===== src/hw/mac_cipher_cfg.svh =====
// Register offsets, field positions and reset values of the cipher and path command block
`ifndef MAC_CIPHER_CFG_SVH
`define MAC_CIPHER_CFG_SVH

`define CMD_OFS 8'h00
`define PATH_ON_OFS 8'h04
`define IRQ_STS_OFS 8'h08
`define IRQ_MSK_OFS 8'h0c
`define ENGINE_STS_OFS 8'h10

`define CMD_DEC_BIT 5
`define CMD_ENC_BIT 4
`define CMD_TRANSMIT_PATH_OFF_BIT 1
`define CMD_RECEIVE_PATH_OFF_BIT 0
`define CMD_RSVD_HI 2'h3
`define CMD_RSVD_LO 2'h1
`define CMD_TRANSMIT_PATH_OFF_RESET 1'b1
`define CMD_RECEIVE_PATH_OFF_RESET 1'b1

`define TRANSMIT_PATH_ON_BIT 1
`define RECEIVE_PATH_ON_BIT 0
`define PATH_ON_RESET 2'h0

`define IRQ_DEC_BIT 0
`define IRQ_ENC_BIT 1
`define IRQ_RESET 2'h0

`endif


===== src/hw/mac_cipher_pkg.sv =====
// Types shared by the cipher and path command block
package mac_cipher_pkg;

  typedef enum logic [1:0] {
    SEQ_IDLE = 2'b00,
    SEQ_BUSY = 2'b01,
    SEQ_SPENT = 2'b10
  } seq_state_e;

  typedef struct packed {
    logic decrypt_go;
    logic encrypt_go;
    logic in_place;
  } cipher_req_s;

  typedef struct packed {
    logic mod_en;
    logic demod_en;
  } path_en_s;

endpackage


===== src/hw/mac_cipher_path_command.sv =====
// Cipher start and path on/off command registers with a classic Wishbone slave
// Contract
// [RULE_01] Decrypt start bit set to one decrypts RX FIFO data back into it.
// [RULE_02] Encrypt start bit set to one encrypts the TX FIFO data.
// [RULE_03] Encrypted TX data replaces the plain data in the TX FIFO.
// [RULE_04] Completion of either operation raises an interrupt.
// [RULE_05] Hardware leaves the start bit set; software must clear it.
// [RULE_06] Transmit on low with transmit off high keeps modulation disabled; off resets high.
// [RULE_07] Receive on low with receive off high keeps demodulation disabled; off resets high.
// [RULE_08] On forces enable, off alone disables, both low leaves it to the modem.
// [RULE_09] A start bit left set never retriggers; clear and set again to restart.
`timescale 1ns/1ps
`include "mac_cipher_cfg.svh"
module mac_cipher_path_command
  import mac_cipher_pkg::*;
(
  input wire logic clk_i,
  input wire logic rst_i,
  input wire logic cyc_i,
  input wire logic stb_i,
  input wire logic we_i,
  input wire logic [7:0] adr_i,
  input wire logic [3:0] sel_i,
  input wire logic [31:0] dat_i,
  output logic [31:0] dat_o,
  output logic ack_o,
  input wire logic dec_done_i,
  input wire logic enc_done_i,
  input wire logic modem_tx_req_i,
  input wire logic modem_rx_req_i,
  output cipher_req_s cipher_req_o,
  output path_en_s path_en_o,
  output logic irq_o
);

  typedef struct packed {
    logic cmd_dec;
    logic cmd_enc;
    logic cmd_transmit_path_off;
    logic cmd_receive_path_off;
    logic [1:0] path_on;
    logic [1:0] irq_sts;
    logic [1:0] irq_msk;
    logic ack;
    logic [7:0] rdata;
    logic mod_en;
    logic demod_en;
    logic irq;
  } regs_s;

  regs_s r;
  regs_s r_next;

  logic dec_go;
  logic enc_go;
  logic dec_busy;
  logic enc_busy;
  logic dec_spent;
  logic enc_spent;
  logic dec_complete;
  logic enc_complete;
  logic tx_en;
  logic rx_en;
  logic acc;
  logic wr;
  logic wr_cmd;
  logic wr_sts;
  logic [1:0] evt;

  function automatic logic hit(input logic [7:0] a, input logic [7:0] ofs);
    hit = (a[7:2] == ofs[7:2]);
  endfunction

  function automatic logic [7:0] rd_mux(input logic [7:0] a, input regs_s rr,
                                        input logic [1:0] busy);
    rd_mux = 8'h00;
    if (hit(a, `CMD_OFS)) begin
      rd_mux = {`CMD_RSVD_HI, rr.cmd_dec, rr.cmd_enc,
                `CMD_RSVD_LO, rr.cmd_transmit_path_off, rr.cmd_receive_path_off};
    end else if (hit(a, `PATH_ON_OFS)) begin
      rd_mux = {6'h00, rr.path_on};
    end else if (hit(a, `IRQ_STS_OFS)) begin
      rd_mux = {6'h00, rr.irq_sts};
    end else if (hit(a, `IRQ_MSK_OFS)) begin
      rd_mux = {6'h00, rr.irq_msk};
    end else if (hit(a, `ENGINE_STS_OFS)) begin
      rd_mux = {6'h00, busy};
    end
  endfunction

  cipher_op_seq u_dec_seq (
    .clk_i(clk_i),
    .rst_i(rst_i),
    .start_bit_i(r.cmd_dec),
    .done_i(dec_done_i),
    .go_o(dec_go),
    .busy_o(dec_busy),
    .spent_o(dec_spent),
    .complete_o(dec_complete)
  );

  cipher_op_seq u_enc_seq (
    .clk_i(clk_i),
    .rst_i(rst_i),
    .start_bit_i(r.cmd_enc),
    .done_i(enc_done_i),
    .go_o(enc_go),
    .busy_o(enc_busy),
    .spent_o(enc_spent),
    .complete_o(enc_complete)
  );

  path_gate u_tx_gate (
    .on_i(r.path_on[`TRANSMIT_PATH_ON_BIT]),
    .off_i(r.cmd_transmit_path_off),
    .modem_i(modem_tx_req_i),
    .en_o(tx_en)
  );

  path_gate u_rx_gate (
    .on_i(r.path_on[`RECEIVE_PATH_ON_BIT]),
    .off_i(r.cmd_receive_path_off),
    .modem_i(modem_rx_req_i),
    .en_o(rx_en)
  );

  // Writes land on the edge that ends the ack cycle, when the master samples it
  assign acc = cyc_i & stb_i;
  assign wr = acc & r.ack & we_i & sel_i[0];
  assign wr_cmd = wr & hit(adr_i, `CMD_OFS);
  assign wr_sts = wr & hit(adr_i, `IRQ_STS_OFS);

  always_comb begin
    evt = 2'h0;
    evt[`IRQ_DEC_BIT] = dec_complete; // [RULE_04]
    evt[`IRQ_ENC_BIT] = enc_complete; // [RULE_04]
  end

  always_comb begin
    r_next = r;
    r_next.ack = 1'b0;
    if (acc && !r.ack) begin
      r_next.ack = 1'b1;
      r_next.rdata = rd_mux(adr_i, r, {enc_busy, dec_busy});
    end
    if (wr_cmd) begin
      // Start bits change only by software; completion leaves them alone
      r_next.cmd_dec = dat_i[`CMD_DEC_BIT]; // [RULE_05]
      r_next.cmd_enc = dat_i[`CMD_ENC_BIT]; // [RULE_05]
      r_next.cmd_transmit_path_off = dat_i[`CMD_TRANSMIT_PATH_OFF_BIT];
      r_next.cmd_receive_path_off = dat_i[`CMD_RECEIVE_PATH_OFF_BIT];
    end
    if (wr && hit(adr_i, `PATH_ON_OFS)) begin
      r_next.path_on = dat_i[1:0];
    end
    if (wr && hit(adr_i, `IRQ_MSK_OFS)) begin
      r_next.irq_msk = dat_i[1:0];
    end
    // Write one to clear; a completion in the same cycle still sets the bit
    if (wr_sts) begin
      r_next.irq_sts = (r.irq_sts & ~dat_i[1:0]) | evt; // [RULE_04]
    end else begin
      r_next.irq_sts = r.irq_sts | evt; // [RULE_04]
    end
    r_next.irq = |(r_next.irq_sts & r_next.irq_msk);
    r_next.mod_en = tx_en; // [RULE_06]
    r_next.demod_en = rx_en; // [RULE_07]
  end

  always_ff @(posedge clk_i) begin
    if (rst_i) begin
      r <= '{cmd_dec: 1'b0, cmd_enc: 1'b0,
             cmd_transmit_path_off: `CMD_TRANSMIT_PATH_OFF_RESET, cmd_receive_path_off: `CMD_RECEIVE_PATH_OFF_RESET,
             path_on: `PATH_ON_RESET, irq_sts: `IRQ_RESET,
             irq_msk: `IRQ_RESET, ack: 1'b0, rdata: 8'h00,
             mod_en: 1'b0, demod_en: 1'b0, irq: 1'b0};
    end else begin
      r <= r_next;
    end
  end

  assign ack_o = r.ack;
  assign dat_o = {24'h000000, r.rdata};
  assign irq_o = r.irq;
  assign path_en_o.mod_en = r.mod_en;
  assign path_en_o.demod_en = r.demod_en;
  assign cipher_req_o.decrypt_go = dec_go; // [RULE_01]
  assign cipher_req_o.encrypt_go = enc_go; // [RULE_02]
  // The core always writes its result over the source data in the same FIFO
  assign cipher_req_o.in_place = 1'b1; // [RULE_01] [RULE_03]
endmodule


===== src/hw/cipher_op_seq.sv =====
// One cipher operation: start on a fresh start bit, wait for the core, flag completion
`timescale 1ns/1ps
module cipher_op_seq
  import mac_cipher_pkg::*;
(
  input wire logic clk_i,
  input wire logic rst_i,
  input wire logic start_bit_i,
  input wire logic done_i,
  output logic go_o,
  output logic busy_o,
  output logic spent_o,
  output logic complete_o
);

  typedef struct packed {
    seq_state_e state;
    logic go;
    logic complete;
  } seq_s;

  seq_s s;
  seq_s s_next;

  always_comb begin
    s_next = s;
    s_next.go = 1'b0;
    s_next.complete = 1'b0;
    case (s.state)
      SEQ_IDLE: begin
        if (start_bit_i) begin
          s_next.state = SEQ_BUSY;
          s_next.go = 1'b1;
        end
      end
      SEQ_BUSY: begin
        // Done pulses outside an operation are ignored
        if (done_i) begin
          s_next.state = SEQ_SPENT;
          s_next.complete = 1'b1;
        end
      end
      SEQ_SPENT: begin
        // A bit left set never restarts; it must be seen low first
        if (!start_bit_i) begin
          s_next.state = SEQ_IDLE; // [RULE_09]
        end
      end
      default: begin
        s_next.state = SEQ_IDLE;
      end
    endcase
  end

  always_ff @(posedge clk_i) begin
    if (rst_i) begin
      s <= '{state: SEQ_IDLE, go: 1'b0, complete: 1'b0};
    end else begin
      s <= s_next;
    end
  end

  assign go_o = s.go;
  assign complete_o = s.complete;
  assign busy_o = (s.state == SEQ_BUSY);
  assign spent_o = (s.state == SEQ_SPENT);

endmodule


===== src/hw/path_gate.sv =====
// Enable of one modem path from its on/off pair and the modem's own request
`timescale 1ns/1ps
module path_gate (
  input wire logic on_i,
  input wire logic off_i,
  input wire logic modem_i,
  output logic en_o
);

  // on forces enable, off alone forces disable, neither leaves it to the modem
  assign en_o = on_i | (!off_i & modem_i); // [RULE_08]

endmodule


===== config.mk =====
export PLATFORM = sky130hd
export DESIGN_NAME = mac_cipher_path_command
export DESIGN_NICKNAME = d
export VERILOG_FILES = /design/src/hw/mac_cipher_pkg.sv /design/src/hw/mac_cipher_path_command.sv /design/src/hw/cipher_op_seq.sv /design/src/hw/path_gate.sv
export VERILOG_INCLUDE_DIRS = /design/src /design/src/hw
export SDC_FILE = /design/constraint.sdc
export NUM_CORES = 1
export LEC_CHECK = 0
export ABC_AREA = 1
export CAP_MARGIN = 20
export CORE_ASPECT_RATIO = 1.2
export CORE_UTILIZATION = 30
export CTS_CLUSTER_SIZE = 14
export DETAILED_ROUTE_END_ITERATION = 12
export DONT_BUFFER_PORTS = 1
export PLACE_DENSITY = 0.42
export SLEW_MARGIN = 40
export SYNTH_ARGS = -nofsm -noshare
export SYNTH_HDL_FRONTEND = slang
export SYNTH_SLANG_ARGS = --single-unit

===== constraint.sdc =====
create_clock -name clk_i -period 1.1 [get_ports clk_i]
set_clock_uncertainty 0.15 [all_clocks]
set_input_delay 0.22 -clock clk_i [delete_from_list [all_inputs] [get_ports clk_i]]
set_output_delay 0.22 -clock clk_i [all_outputs]
set_load 0.05 [all_outputs]

# Word level (Yosys, flattened, before mapping)
# Cells that the tools add are included.
[op_classes]
bitwise_logic = 19
n_eq_ne = 14
n_reduce_logical = 16
n_mux = 18
[ops]
columns = ["cell", "count"]
rows = [
  ["$mux 2", 10],
  ["$eq 6x2->1 const B", 2],
  ["$ne 2x2->1 const B", 6],
  ["$pmux 2 s3", 2],
  ["$reduce_or 2->1", 5],
  ["$mux 9", 1],
  ["$and 1x1->1", 8],
  ["$mux 8", 1],
  ["$eq 6x1->1 const B", 1],
  ["$eq 6x3->1 const B", 1],
  ["$logic_not 6->1", 1],
  ["$mux 3", 2],
  ["$reduce_and 3->1", 2],
  ["$and 2x2->2", 2],
  ["$eq 2x1->1 const B", 2],
  ["$eq 2x2->1 const B", 2],
  ["$logic_not 2->1", 2],
  ["$not 1->1", 4],
  ["$or 2x2->2", 2],
  ["$logic_and 1x1->1", 3],
  ["$logic_not 1->1", 3],
  ["$mux 1", 2],
  ["$not 2->2", 1],
  ["$or 1x1->1", 2],
]
[totals]
wordCells = 85
inputBits = 53
output_inout_bits = 39
register_bits = 30

# Logic depth before layout (Yosys ltp)
[logic_depth]
ltp_word = 8
depth_mapped = 9
mapped_depth_nobuf = 9

# Cells and area by module
# A second synthesis with hierarchy kept.
[hier_totals]
cells_unflattened = 220
area_unflattened_um2 = 1495.2
[modules_own_cells]
columns = ["mod", "seq_area_each_um2", "cells_each", "area_per_inst_um2", "n_inst"]
rows = [
  ["mac_cipher_path_command", 380.4, 174, 1169.9, 1],
  ["cipher_op_seq", 80.1, 19, 147.6, 2],
  ["path_gate", 0.0, 4, 15.0, 2],
]

# Worst setup path before layout
# No wires, ideal clock.
[synth_timing]
path_kind = "register to register"
startpoint = "reg r, in the netlist ack_o"
endpoint = "reg r, in the netlist irq_o"
path_stages_with_launch = 8
period_less_slack_ps = 1610
t_arrival_ps = 1347
setup_slack_ps = -510
path_buffers = 0
setup_time_ps = 113
required_time_ps = 837
path_cell_list = "dfxtp_1 > nand3_1 > nor2_4 > nand2_1 > nand2_1 > nand2_1 > nand3_1 > nand2_1"
[synth_between]
elab_chain_cells = 7
word_cells_on_any_way = 9
classes_between = "mux: 2; bitwise: 5; reduce/logical: 2"
[synth_lines]
columns = ["element", "line_no", "rtl"]
rows = [
  ["start: declaration", "mac_cipher_path_command.sv:51", "regs_s r;"],
  ["start signal: assignment", "mac_cipher_path_command.sv:172", "r <= '{cmd_dec: 1'b0, cmd_enc: 1'b0,"],
  ["start signal: assignment", "mac_cipher_path_command.sv:178", "r <= r_next;"],
  ["$and 1x1->1 (*) (3 in a row)", "mac_cipher_path_command.sv:129", "assign wr = acc & r.ack & we_i & sel_i[0];"],
  ["$and 1x1->1 / $logic_and 1x1->1 (equally long branches)", "mac_cipher_path_command.sv:131, mac_cipher_path_command.sv:156", ""],
  ["$mux 2, on equally long branches", "mac_cipher_path_command.sv:160, mac_cipher_path_command.sv:156", ""],
  ["$and 2x2->2 (*)", "mac_cipher_path_command.sv:165", "r_next.irq = |(r_next.irq_sts & r_next.irq_msk);"],
  ["$reduce_or 2->1 (*)", "mac_cipher_path_command.sv:165", ""],
]
# Mark *: on every way between the ends. The rest lies on a longest branch, timed or not.
# A chain may end at the register's enable or synchronous reset.

# Worst setup path in the final report
# Ends and elaborated chain as after synthesis.

==> run metrics <==
status complete, but fails checks; violated checks hold timing, setup timing; Seq cells post-synth 27; Final GP Congestion 0.742; min-delay src rst_i; worst setup path category register to register; syn avg cell area 7.28 sq um; register area share after synthesis 36.1%; clock power share 30.3%; Post-DP Area 1620 sq um; Root Buffer Master clkbuf_8; total of max-cap violations 0; power after layout 0.00188 W; Cells after Synth 206; Gate power share 17.3%; Top Usage Layer GRT met2; fraction of layout cells with a size suffix above 1 32.1%; period utilization 118%; DP Wirelength 2.11 mm; final wirelength 2.71 mm; Final nets 275; Port Buf Inserts 0; final hold viol count 20; HP Class input port to register; CP bufs+invs 0; routing usage on met1 12.4%; worst reg-to-reg setup slack -0.20 ns; DRC violations left 0; P_leak 0.787 nW; Sw Ratio 31.7%; core area 4700 sq um; DRT antenna net count 0; initial core utilization 31.9%; Top Family by Delay on Critical Path simple AND/OR/NAND/NOR gates; critical-path maximum fanout 8; final setup violation count 29; Die W 66.5 microns; CP Data Required Time 1.13 ns; Power Dens Cells 1030 nW/um^2; CTS Buf Count 3; 1st-iter DRT viols 18; R2R Path End irq_o; RSZ-0062 raised after global routing yes; sequential share of power 52.4%; H-Tree Depth 1; vias in the first global route 1021; Cell Area, Synth 1500 sq um; Post-CTS Hold Buffers 4; internal power 0.00128 W; largest net degree at the start of global routing 21; Synth-to-Final Area Change 21.4%; via/cell ratio 4.10; GR Util All Layers 11.3%; CTS tree yes; ant diodes 0; Max Fclk 769 MHz; startpoint types register; remaining global-route overflow 0; crit end category register; Rows 27; WHS -0.157 ns; Tmin final 1.30 ns; final setup margin -0.200 ns; CP Cell Sequence nand3_4 > nor2_4 > nand3_2 > nand2_2 > nand2_1 > nand3_2 > nand2_1; Worst-path clk slew 0.09 ns; worst skew pair latency 0.28 ns; Die Height 79.4 microns; post-route cell area 1820 sq um; VDD IR-drop max 0.000421 V; vias 1143; synth warn 0; Cell variety after synth 22; CP max stage delay 0.37 ns; met3 GRT Util 2.43%; crit path DAT 1.33 ns; max-slew violations 0; TritonRoute pass-1 iters 4; NetSw 0.000596 W; first-pass GRT wire length 4.46 mm; r2r startpoint ack_o; hold path endpoint dat_o[0]; WHS Path Cells 1; CP max stage cell dfxtp_4; met2 usage 20.0%; Fill cells 501; total I/O pin count 92; CTS max path bufs 2; CTS sink cnt 27; most frequent cells in the layout nor2_1 (26), conb_1 (26), nand2_1 (25), inv_1 (24), dfxtp_1 (16); die area 5280 sq um; initial antenna violation count 0; FF-to-FF path depth 7; DR WL/cell 9.72 microns
==> timing repair <==
| action | 4_1_cts | 5_1_grt |
|---|---|---|
| buffers inserted | 3 | 1 |
| pin swaps | 6 | 5 |
| hold endpoints to repair | 26 | 20 |
| gates resized for setup | 18 | 15 |
| endpoints found under the setup margin | 29 | 31 |
==> cell usage after synthesis, drive strengths merged <==
master	n	area share [%]
a21oi	17	6.4
buf	38	19
clkbuf	1	0.25
conb	2	0.50
dfxtp	27	36
inv	28	7.0
nand2	36	9.8
nand3	13	4.7
nor2	33	12
o211ai	3	1.5
o21ai	6	2.5
or2	2	0.83
==> power by group through the flow <==
stage / Sequential (W) / Clock, W / Combinational (W)
after global placement: 0.00101 / 0 / 0.000301
final: 0.000984 / 0.000570 / 0.000326
after floorplan: 0.00101 / 0 / 0.000361
after CTS: 0.000985 / 0.000603 / 0.000324
after global routing: 0.000985 / 0.000638 / 0.000344
after detailed placement: 0.00101 / 0 / 0.000301
==> kinds of logic (layout without fill, tap and decap cells) <==
| logic type | after synthesis | in the layout | share of synthesized area, % |
|---|---|---|---|
| compound gates | 26 | 26 | 10.4 |
| simple gates | 84 | 84 | 26.9 |
| other cells | 2 | 26 | 0.501 |
| flops | 27 | 27 | 36.1 |
| buf+inv | 67 | 58 | 26.1 |
==> sequential cells by signal, indices dropped and copies added, names as in the netlist, 2 cells and up <==
name / count
dat_o: 5
path_en_o: 2
r: 10
u_dec_seq.s: 2
u_enc_seq.s: 2
==> area by class of cell <==
| class | count | area (sq um) | area share (%) |
|---|---|---|---|
| clock buffers | 3 | 41.3 | 2.27 |
| clock inverters | 1 | 5.00 | 0.275 |
| inverters | 28 | 108 | 5.91 |
| multi-input cells | 136 | 712 | 39.1 |
| flip-flops and latches | 27 | 557 | 30.6 |
| well taps | 58 | 72.6 | 3.99 |
| repair buffers | 26 | 324 | 17.8 |
==> through the flow <==
step / util, % / setup TNS, ns / worst slack, ns / cells
2_1_floorplan: - / -1.73 / -0.187 / 230
4_1_cts: 37.7 / -2.77 / -0.178 / 278
3_5_place_dp: 34.5 / -1.88 / -0.197 / 267
5_1_grt: 38.7 / -4.92 / -0.289 / 279
3_3_place_gp: 34.5 / -1.97 / -0.208 / 267
6_report: 38.7 / -3.05 / -0.200 / 279
==> worst reg2reg max path, delay by kind of cell, from the launching register on <==
family	cells	cell delay (ns)
DFF	1	0.37
and+or+nand+nor	7	0.67
==> how the worst max path moves through the flow <==
stage	to	cells after the start	start	slack, ns
3_3_place_gp	irq_o	7	ack_o	-0.21
2_1_floorplan	irq_o	7	ack_o	-0.19
3_5_place_dp	irq_o	7	ack_o	-0.20
4_1_cts	irq_o	7	ack_o	-0.18
6_report	irq_o	7	ack_o	-0.20
5_1_grt	irq_o	7	ack_o	-0.29
==> layer usage <==
layer	vias to the layer above	wire [microns]
met5	-	0
met2	37	1440
li1	600	-
met1	499	1060
met3	7	137
met4	0	70
No activity file was read; power rests on OpenSTA's default activity.
